## src/design/alert_mon_consts.svh

```systemverilog
// Offsets, field positions, reset values and command codes of the alert monitor.
// Assumes inclusion by bare name from the design files that need them.
`ifndef ALERT_MON_CONSTS_SVH
`define ALERT_MON_CONSTS_SVH

`define ADDR_CFG1 4'h1
`define ADDR_CFG2 4'h2
`define ADDR_STATUS 4'h3
`define ADDR_LOW 4'h4
`define ADDR_HIGH 4'h5

`define ST_CRC_BIT 9
`define ST_SETUP_BIT 8
`define ST_B_OVER_BIT 5
`define ST_B_UNDER_BIT 4
`define ST_A_OVER_BIT 1
`define ST_A_UNDER_BIT 0

`define LOW_RST 12'h800
`define HIGH_RST 12'h7ff
`define LOW_PAD 4'h0
`define HIGH_PAD 4'hf

`define CFG1_RST 12'h000
`define CFG1_MASK 12'h3ff
`define CFG1_ALERT_EN_BIT 3
`define CFG2_ONE_WIRE_BIT 8

`define SOFT_CMD 8'h3c
`define HARD_CMD 8'hff

`endif

```

## src/design/alert_mon_pkg.sv

```systemverilog
// Types shared by the alert monitor and its comparator.
// Assumes nothing of its surroundings.
package alert_mon_pkg;
  typedef logic [15:0] word_t;
  typedef logic [11:0] limit_t;
  typedef logic [3:0] reg_addr_t;
  typedef logic [3:0] flags_t;
endpackage

```

## src/design/limit_cmp_if.sv

```systemverilog
// Carrier between the monitor and one channel comparator.
// Assumes both ends share one clock domain; the interface holds no state.
`timescale 1ns/1ns
`default_nettype none
interface limit_cmp_if;
  import alert_mon_pkg::*;
  word_t low_thr;
  word_t high_thr;
  word_t sample;
  logic valid;
  logic under;
  logic over;
  modport cmp (input low_thr, input high_thr, input sample, input valid,
               output under, output over);
  modport ctl (output low_thr, output high_thr, output sample, output valid,
               input under, input over);
endinterface
`default_nettype wire

```

## src/design/threshold_compare.sv

```systemverilog
// One channel comparator: flags a valid sample outside the expanded limits.
// Assumes the thresholds arrive already expanded to 16 bits.
`timescale 1ns/1ns
`default_nettype none
module threshold_compare (
  limit_cmp_if.cmp port
);
  import alert_mon_pkg::*;

  // The conditions are combinational; the caller turns them into sticky flags.
  assign port.under = port.valid && (port.sample < port.low_thr);
  assign port.over = port.valid && (port.sample > port.high_thr);
endmodule
`default_nettype wire

```

## src/design/adc_result_alert_monitor.sv

```systemverilog
// Alert monitor register bank: thresholds, sticky status flags, reset commands.
// Assumes the serial front end decodes frames and checks CRC on the same clock,
// presenting one-cycle read and write strobes with the frame's address and data.
`timescale 1ns/1ns
`default_nettype none
`include "alert_mon_consts.svh"

// Functional notes
// - CRC-rejected write sets status bit 9.
// - CRC and alert flags sticky, status read clears.
// - Startup load failure sets status bit 8.
// - Status read leaves load-error flag alone.
// - Only hard reset clears load error, restarts setup.
// - Channel B above high threshold sets bit 5.
// - Channel B below low threshold sets bit 4.
// - Channel A above high threshold sets bit 1.
// - Channel A below low threshold sets bit 0.
// - Low threshold is limit over four zero bits.
// - High threshold is limit over four one bits.
// - Low alert when result below low threshold.
// - High alert when result above high threshold.
// - Low limit register resets to 0x0800.
// - High limit register resets to 0x07FF.
// - Readback carries register address in bits 15:12.
// - Second pin alerts only if enabled and one-wire.
module adc_result_alert_monitor (
  input wire logic clk_i,
  input wire logic rst_n_i,
  input wire logic wr_i,
  input wire logic wr_crc_ok_i,
  input wire logic rd_i,
  input wire alert_mon_pkg::reg_addr_t addr_i,
  input wire alert_mon_pkg::limit_t wdata_i,
  input wire logic conv_valid_i,
  input wire alert_mon_pkg::word_t conv_a_i,
  input wire alert_mon_pkg::word_t conv_b_i,
  input wire logic setup_fail_i,
  input wire logic chan_b_data_i,
  output logic [15:0] rdata_o,
  output logic rdata_valid_o,
  output logic second_out_pin_o,
  output logic setup_restart_o
);
  import alert_mon_pkg::*;

  limit_t low_r;
  limit_t low_nxt;
  limit_t high_r;
  limit_t high_nxt;
  limit_t cfg1_r;
  limit_t cfg1_nxt;
  logic one_wire_r;
  logic one_wire_nxt;
  flags_t flags_r;
  flags_t flags_nxt;
  logic crc_fault_r;
  logic crc_fault_nxt;
  logic setup_fault_r;
  logic setup_fault_nxt;
  word_t rdata_r;
  word_t rdata_nxt;
  logic rvalid_r;
  logic rvalid_nxt;
  logic pin_r;
  logic pin_nxt;
  logic restart_r;
  logic restart_nxt;
  flags_t events;
  word_t samples [2];
  logic wr_ok;
  logic wr_bad;
  logic soft_cmd;
  logic hard_cmd;
  logic status_clear;

  // Address match, used by both the write and the read decode.
  function automatic logic reg_hit(input reg_addr_t a, input reg_addr_t target);
    reg_hit = (a == target);
  endfunction

  // Threshold expansion keeps 12 programmable bits and pads the low nibble.
  function automatic word_t expand_low(input limit_t lim);
    expand_low = {lim, `LOW_PAD};
  endfunction

  function automatic word_t expand_high(input limit_t lim);
    expand_high = {lim, `HIGH_PAD};
  endfunction

  // Status word as the host sees it; the address nibble cannot be written.
  function automatic word_t status_word(input logic crc, input logic setup,
                                        input flags_t fl);
    word_t w;
    w = 16'h0000;
    w[15:12] = `ADDR_STATUS;
    w[`ST_CRC_BIT] = crc;
    w[`ST_SETUP_BIT] = setup;
    w[`ST_B_OVER_BIT] = fl[3];
    w[`ST_B_UNDER_BIT] = fl[2];
    w[`ST_A_OVER_BIT] = fl[1];
    w[`ST_A_UNDER_BIT] = fl[0];
    status_word = w;
  endfunction

  assign samples[0] = conv_a_i;
  assign samples[1] = conv_b_i;

  // One comparator per channel; both see the same pair of limits.
  generate
    for (genvar g = 0; g < 2; g++)
    begin : g_chan
      limit_cmp_if cmp_bus ();
      assign cmp_bus.low_thr = expand_low(low_r);
      assign cmp_bus.high_thr = expand_high(high_r);
      assign cmp_bus.sample = samples[g];
      assign cmp_bus.valid = conv_valid_i;
      assign events[2*g] = cmp_bus.under;
      assign events[2*g+1] = cmp_bus.over;
      threshold_compare u_cmp (
        .port(cmp_bus.cmp)
      );
    end
  endgenerate

  // Command decode: a write that fails its CRC never reaches a register.
  always_comb
  begin
    wr_ok = wr_i && wr_crc_ok_i;
    wr_bad = wr_i && !wr_crc_ok_i;
    soft_cmd = wr_ok && reg_hit(addr_i, `ADDR_CFG2) && (wdata_i[7:0] == `SOFT_CMD);
    hard_cmd = wr_ok && reg_hit(addr_i, `ADDR_CFG2) && (wdata_i[7:0] == `HARD_CMD);
    status_clear = (rd_i && reg_hit(addr_i, `ADDR_STATUS)) || soft_cmd || hard_cmd;
  end

  // Register writes, then a hard reset overrides every stored value.
  always_comb
  begin
    low_nxt = low_r;
    high_nxt = high_r;
    cfg1_nxt = cfg1_r;
    one_wire_nxt = one_wire_r;
    if (wr_ok)
    begin
      if (reg_hit(addr_i, `ADDR_LOW))
      begin
        low_nxt = wdata_i;
      end
      if (reg_hit(addr_i, `ADDR_HIGH))
      begin
        high_nxt = wdata_i;
      end
      if (reg_hit(addr_i, `ADDR_CFG1))
      begin
        cfg1_nxt = wdata_i & `CFG1_MASK;
      end
      if (reg_hit(addr_i, `ADDR_CFG2))
      begin
        one_wire_nxt = wdata_i[`CFG2_ONE_WIRE_BIT];
      end
    end
    if (hard_cmd)
    begin
      low_nxt = `LOW_RST;
      high_nxt = `HIGH_RST;
      cfg1_nxt = `CFG1_RST;
      one_wire_nxt = 1'b0;
    end
  end

  // Sticky flags: an alert or CRC set in the cycle of a clear wins, so no such event is lost; a hard reset beats a load failure.
  always_comb
  begin
    flags_nxt = (flags_r & ~{4{status_clear}}) | events;
    crc_fault_nxt = (crc_fault_r && !status_clear) || wr_bad;
    // Reads and soft resets leave the load error alone.
    if (hard_cmd)
    begin
      setup_fault_nxt = 1'b0;
    end
    else
    begin
      setup_fault_nxt = setup_fault_r || setup_fail_i;
    end
    restart_nxt = hard_cmd;
  end

  // Readback uses the value before this cycle's clear, so a read reports the event.
  always_comb
  begin
    rdata_nxt = rdata_r;
    rvalid_nxt = rd_i;
    if (rd_i)
    begin
      if (reg_hit(addr_i, `ADDR_STATUS))
      begin
        rdata_nxt = status_word(crc_fault_r, setup_fault_r, flags_r);
      end
      else if (reg_hit(addr_i, `ADDR_LOW))
      begin
        rdata_nxt = {addr_i, low_r};
      end
      else if (reg_hit(addr_i, `ADDR_HIGH))
      begin
        rdata_nxt = {addr_i, high_r};
      end
      else if (reg_hit(addr_i, `ADDR_CFG1))
      begin
        rdata_nxt = {addr_i, cfg1_r};
      end
      else if (reg_hit(addr_i, `ADDR_CFG2))
      begin
        rdata_nxt = {addr_i, 3'h0, one_wire_r, 8'h00};
      end
      else
      begin
        rdata_nxt = {addr_i, 12'h000};
      end
    end
  end

  // The pin takes the alert role only in one-wire mode with alerts enabled; otherwise lane B data passes.
  always_comb
  begin
    if (cfg1_r[`CFG1_ALERT_EN_BIT] && one_wire_r)
    begin
      pin_nxt = |flags_nxt;
    end
    else
    begin
      pin_nxt = chan_b_data_i;
    end
  end

  // Register bank state; reset values match the hard-reset defaults.
  always_ff @(posedge clk_i)
  begin
    if (!rst_n_i)
    begin
      low_r <= `LOW_RST;
      high_r <= `HIGH_RST;
      cfg1_r <= `CFG1_RST;
      one_wire_r <= 1'b0;
    end
    else
    begin
      low_r <= low_nxt;
      high_r <= high_nxt;
      cfg1_r <= cfg1_nxt;
      one_wire_r <= one_wire_nxt;
    end
  end

  // Status flags and the setup restart pulse.
  always_ff @(posedge clk_i)
  begin
    if (!rst_n_i)
    begin
      flags_r <= 4'h0;
      crc_fault_r <= 1'b0;
      setup_fault_r <= 1'b0;
      restart_r <= 1'b0;
    end
    else
    begin
      flags_r <= flags_nxt;
      crc_fault_r <= crc_fault_nxt;
      setup_fault_r <= setup_fault_nxt;
      restart_r <= restart_nxt;
    end
  end

  // Readback word and its one-cycle valid pulse.
  always_ff @(posedge clk_i)
  begin
    if (!rst_n_i)
    begin
      rdata_r <= 16'h0000;
      rvalid_r <= 1'b0;
    end
    else
    begin
      rdata_r <= rdata_nxt;
      rvalid_r <= rvalid_nxt;
    end
  end

  // Second output pin; held low in reset so no false alert is seen by the host.
  always_ff @(posedge clk_i)
  begin
    if (!rst_n_i)
    begin
      pin_r <= 1'b0;
    end
    else
    begin
      pin_r <= pin_nxt;
    end
  end

  assign rdata_o = rdata_r;
  assign rdata_valid_o = rvalid_r;
  assign second_out_pin_o = pin_r;
  assign setup_restart_o = restart_r;
endmodule
`default_nettype wire

```

## config.mk

```make
export PLATFORM = sky130hd
export DESIGN_NAME = adc_result_alert_monitor
export DESIGN_NICKNAME = d
export VERILOG_FILES = /design/src/design/alert_mon_pkg.sv /design/src/design/limit_cmp_if.sv /design/src/design/threshold_compare.sv /design/src/design/adc_result_alert_monitor.sv
export VERILOG_INCLUDE_DIRS = /design/src /design/src/design
export SDC_FILE = /design/constraint.sdc
export NUM_CORES = 1
export LEC_CHECK = 0
export BUFFER_PORTS_ARGS = -buffer_cell sky130_fd_sc_hd__buf_2
export CAP_MARGIN = 20
export CORE_MARGIN = 4
export CORE_UTILIZATION = 57
export DETAILED_ROUTE_END_ITERATION = 12
export PLACE_DENSITY = 0.85
export SYNTH_ARGS = -nofsm -noshare
export SYNTH_HDL_FRONTEND = slang
export SYNTH_HIERARCHICAL = 1
export SYNTH_SLANG_ARGS = --single-unit
```

## constraint.sdc

```tcl
create_clock -name clk_i -period 2.38 [get_ports clk_i]
set_clock_uncertainty 0.05 [all_clocks]
set_input_delay 0.119 -clock clk_i [delete_from_list [all_inputs] [get_ports clk_i]]
set_output_delay 0.119 -clock clk_i [all_outputs]
set_load 0.01 [all_outputs]
```

==> implementation parameters <==
Parameter                              Value

Hold path
  Hold Path Depth ... 3
  Endpoint with the worst hold slack ... low_r[4]$_SDFFE_PP0P_
  Startpoint of the lowest-slack hold path ... wdata_i[4]
  Hold Crit Class ... in2reg

Worst setup path
  Capturing element type of the critical path ... register
  Sequence of cells on the critical path ... inv_1 > ha_1 > a21oi_1 > o21ai_0 > a221oi_1 > a21oi_1 > nor4_1 > a31oi_1
  Setup CP Type ... reg2reg
  Arrival time at the worst endpoint ... between 2 and 2.5 ns
  Terminus of the critical flop-to-flop path ... second_out_pin_o$_SDFF_PN0_
  Startpoint of the worst-slack reg-to-reg timing path ... high_r[1]$_SDFFE_PP1P_
  Startpoint class of the critical path ... register
  Required time at the worst-slack endpoint ... about 2.5 ns
  Worst setup path startpoint ... high_r[1]$_SDFFE_PP1P_
  Max incr delay on CP ... around 0.4 ns
  Slack of the worst reg-to-reg path ... 0.28 ns
  Worst r2r path cells ... 8
  Library cell contributing the largest single delay on the critical path ... sky130_fd_sc_hd__dfxtp_1
  Maximum net fanout on the critical path ... 4
  CP dominant cell by count ... sky130_fd_sc_hd__a21oi_1

Logic synthesis
  Share of the synthesized area in the top cell type ... around 30%
  Syn Area/Cell ... a little under 8 um^2
  Sequential element share of the synthesized area ... 29.3%
  Most frequent cell after synthesis ... sky130_fd_sc_hd__nand2_1
  Library cells used by synthesis ... 46
  Post-synth EDFFs ... 0
  Synthesized instance count ... 526
  Post-synth top cells ... sky130_fd_sc_hd__nand2_1 (75), sky130_fd_sc_hd__inv_1 (69), sky130_fd_sc_hd__ha_1 (62), sky130_fd_sc_hd__dfxtp_1 (60), sky130_fd_sc_hd__a21oi_1 (43)
  Synth async-reset ratio ... 0%
  Leading area contributor after synthesis ... sky130_fd_sc_hd__dfxtp_1
  Flip-flop and latch count after synthesis ... 60
  Top cells by area in the synthesized netlist ... sky130_fd_sc_hd__dfxtp_1 (29%), sky130_fd_sc_hd__ha_1 (19%), sky130_fd_sc_hd__nand2_1 (6.9%)
  Post-synthesis instance area ... approximately 4000 um^2
  Synth Flop Type ... sky130_fd_sc_hd__dfxtp_1
  Yosys warnings ... 6

Floorplan
  Y dimension of the die ... 92.8 um
  Standard cell core area ... slightly below 7000 um^2
  I/O pins ... 75
  Starting density of the core ... ~60%
  Chip Width ... 92.8 um
  Die Footprint ... approximately 8600 um^2
  Placement Rows ... 30

Flow run
  Max-cap violation count ... 0

Route
  Via density per instance ... 5.81
  Total wire length ... approximately 12000 um
  Routed Antenna Nets ... 0
  Final routed DRC violation total ... 0
  Vias after detailed routing ... ~4200
  Drt first pass iters ... 8
  Average wire length per cell after detail routing ... 16.2 um
  Initial detailed-routing violation count ... 411

STA
  Setup-failing EPs final ... 0
  Achievable Freq ... about 480 MHz
  Final Max Slew Viols ... 0
  Worst relative slew slack ... between 40% and 50%
  Post-route clock period utilization ... approximately nine tenths
  Setup total negative slack ... 0 ns
  Unrepaired setup endpoints after global routing ... no
  Tightest Pin Transition ... between 0.7 and 0.8 ns
  Time the worst path needs with I/O delays and setup ... 2.10 ns
  Number of endpoints with negative hold slack in the final report ... 0

Cells and area
  Area growth syn-to-layout ... 17.5%
  Non-filler instance count after layout ... between 700 and 800
  Fraction of layout cells with a size suffix above 1 ... roughly 16%
  Number of antenna cells inserted ... 0
  Final design area excluding fillers ... approximately 4800 um^2
  Final net count ... roughly 740
  Number of inserted filler cells in the final layout ... 586

Power
  Total power per unit cell area ... between 400 and 500 nW/um^2
  Maximum resistive drop on vdd ... 0.000427 V
  Leak ... approximately 2.5 nW

CTS
  Number of clock buffers inserted by TritonCTS ... 9
  Clock network latency to the later pin of the worst-skew pair ... roughly 0.34 ns
  Clock Path Buffers ... 2
  Clock Root Buffer ... sky130_fd_sc_hd__clkbuf_8
  Clock transition time at the flip-flop clock pins of the worst setup and hold paths ... 0.06 ns
  Clock tree sinks ... 60
  Clock tree from TritonCTS ... done
  Post-CTS Setup Repair Bufs ... 0
  H-tree levels ... 3

Global route
  Number of antenna violations at the first check in global routing ... 0
  Number of global-route vias before repair ... approximately 4200
  Overall fraction of global-route tracks in use ... ~28%
  Global-route wire length before repair ... around 19000 um
  Largest net degree at the start of global routing ... 24
  GR Overflow Total ... 0

Place
  Weighted congestion reported at the end of routability-driven placement ... roughly 0.9
  Placed cells ... between 600 and 700
  Half-perimeter wire length of the detailed placement result ... ~9000 um
  Placed inst area ... 4590 um^2
  Input/output buffers ... 74

Outcome
  Run status ... completed
per-layer routing:
metal	routed length [um]	up-vias	GRT usage [%]
met5	0	-	0
met4	408	0	11.7
met3	970	41	6.90
met2	5650	213	47.3
met1	4580	1935	32.6
li1	-	1980	-
area by class of cell:
cell class	count	area (um^2)	share of cell area (%)
inverter	70	263	5.45
sequential	60	1200	24.9
clock inverter	2	10.0	0.208
tap	96	120	2.49
timing repair buffer	85	468	9.71
clock buffer	13	159	3.30
multi-input combinational	392	2600	53.9
cells in the final DEF, fill, tap and decap left out, types with 4 or more instances in the layout:
cell and instances:
sky130_fd_sc_hd__a21o_1 8, sky130_fd_sc_hd__a21oi_1 43, sky130_fd_sc_hd__a22o_1 5, sky130_fd_sc_hd__a22oi_1 13, sky130_fd_sc_hd__a31oi_1 5, sky130_fd_sc_hd__and2_1 7
sky130_fd_sc_hd__buf_2 74, sky130_fd_sc_hd__buf_4 5, sky130_fd_sc_hd__clkbuf_8 11, sky130_fd_sc_hd__conb_1 16, sky130_fd_sc_hd__dfxtp_1 60, sky130_fd_sc_hd__dlygate4sd3_1 6
sky130_fd_sc_hd__ha_1 62, sky130_fd_sc_hd__inv_1 69, sky130_fd_sc_hd__mux2i_1 13, sky130_fd_sc_hd__nand2_1 75, sky130_fd_sc_hd__nand2b_1 9, sky130_fd_sc_hd__nand3_1 25
sky130_fd_sc_hd__nand4_1 12, sky130_fd_sc_hd__nor2_1 34, sky130_fd_sc_hd__nor3_1 5, sky130_fd_sc_hd__o21a_1 5, sky130_fd_sc_hd__o21ai_0 15, sky130_fd_sc_hd__o32ai_1 4
flip-flops by register name, indices dropped and copies added, names as in the netlist:
| signal | count |
|---|---|
| rdata_valid_o | 1 |
| one_wire_r | 1 |
| second_out_pin_o | 1 |
| low_r | 12 |
| crc_fault_r | 1 |
| high_r | 12 |
| cfg1_r | 10 |
| setup_fault_r | 1 |
| rdata_o | 16 |
| setup_restart_o | 1 |
| flags_r | 4 |
where the power goes:
group          total, mW  internal, mW  switching (mW)
clock network      0.808         0.426           0.382
logic              0.380         0.160           0.220
registers           1.05          1.03          0.0188
total               2.24          1.62           0.621
metrics by stage:
step           util (%)  power [mW]  hold slack (ns)  setup WS, ns
2_1_floorplan         -        1.28            0.185         0.601
3_3_place_gp       66.4        1.41            0.271         0.375
3_5_place_dp       66.4        1.43            0.282         0.330
4_1_cts            69.7        2.24          0.00410         0.304
5_1_grt            69.7        2.34           0.0349         0.120
6_report           69.7        2.24           0.0227         0.281
cell families (layout without fill, tap and decap cells):
kind of cell / after synthesis / in the layout / share of synthesized area [%]
compound gates: 106 / 106 / 16.1
simple gates: 192 / 192 / 22.9
buf+inv: 88 / 170 / 8.64
other cells: 2 / 16 / 0.183
fa+ha+maj: 62 / 62 / 18.9
flops: 60 / 60 / 29.3
mux: 16 / 16 / 4.00
how the worst max path moves through the flow:
stage / endpoint / slack (ns) / cells past startpoint
3_3_place_gp: second_out_pin_o$_SDFF_PN0_ / 0.38 / 8
5_1_grt: second_out_pin_o$_SDFF_PN0_ / 0.12 / 8
4_1_cts: second_out_pin_o$_SDFF_PN0_ / 0.30 / 8
2_1_floorplan: second_out_pin_o$_SDFF_PN0_ / 0.60 / 8
3_5_place_dp: second_out_pin_o$_SDFF_PN0_ / 0.33 / 8
6_report: second_out_pin_o$_SDFF_PN0_ / 0.28 / 8
critical path: cells and delay by family, from the launching register on:
family,cells,cell delay [ns]
AOI/OAI and AO/OA,5,0.86
buffers and inverters,1,0.06
DFF,1,0.40
and+or+nand+nor,1,0.29
adders and majority gates,1,0.31
repair_timing:
action | 4_1_cts | 5_1_grt
endpoints found under the hold margin | 8 | 0
hold buffers | 6 | 0
gates resized for setup | 0 | 0
Note: power is estimated with default switching activity, not from simulation.
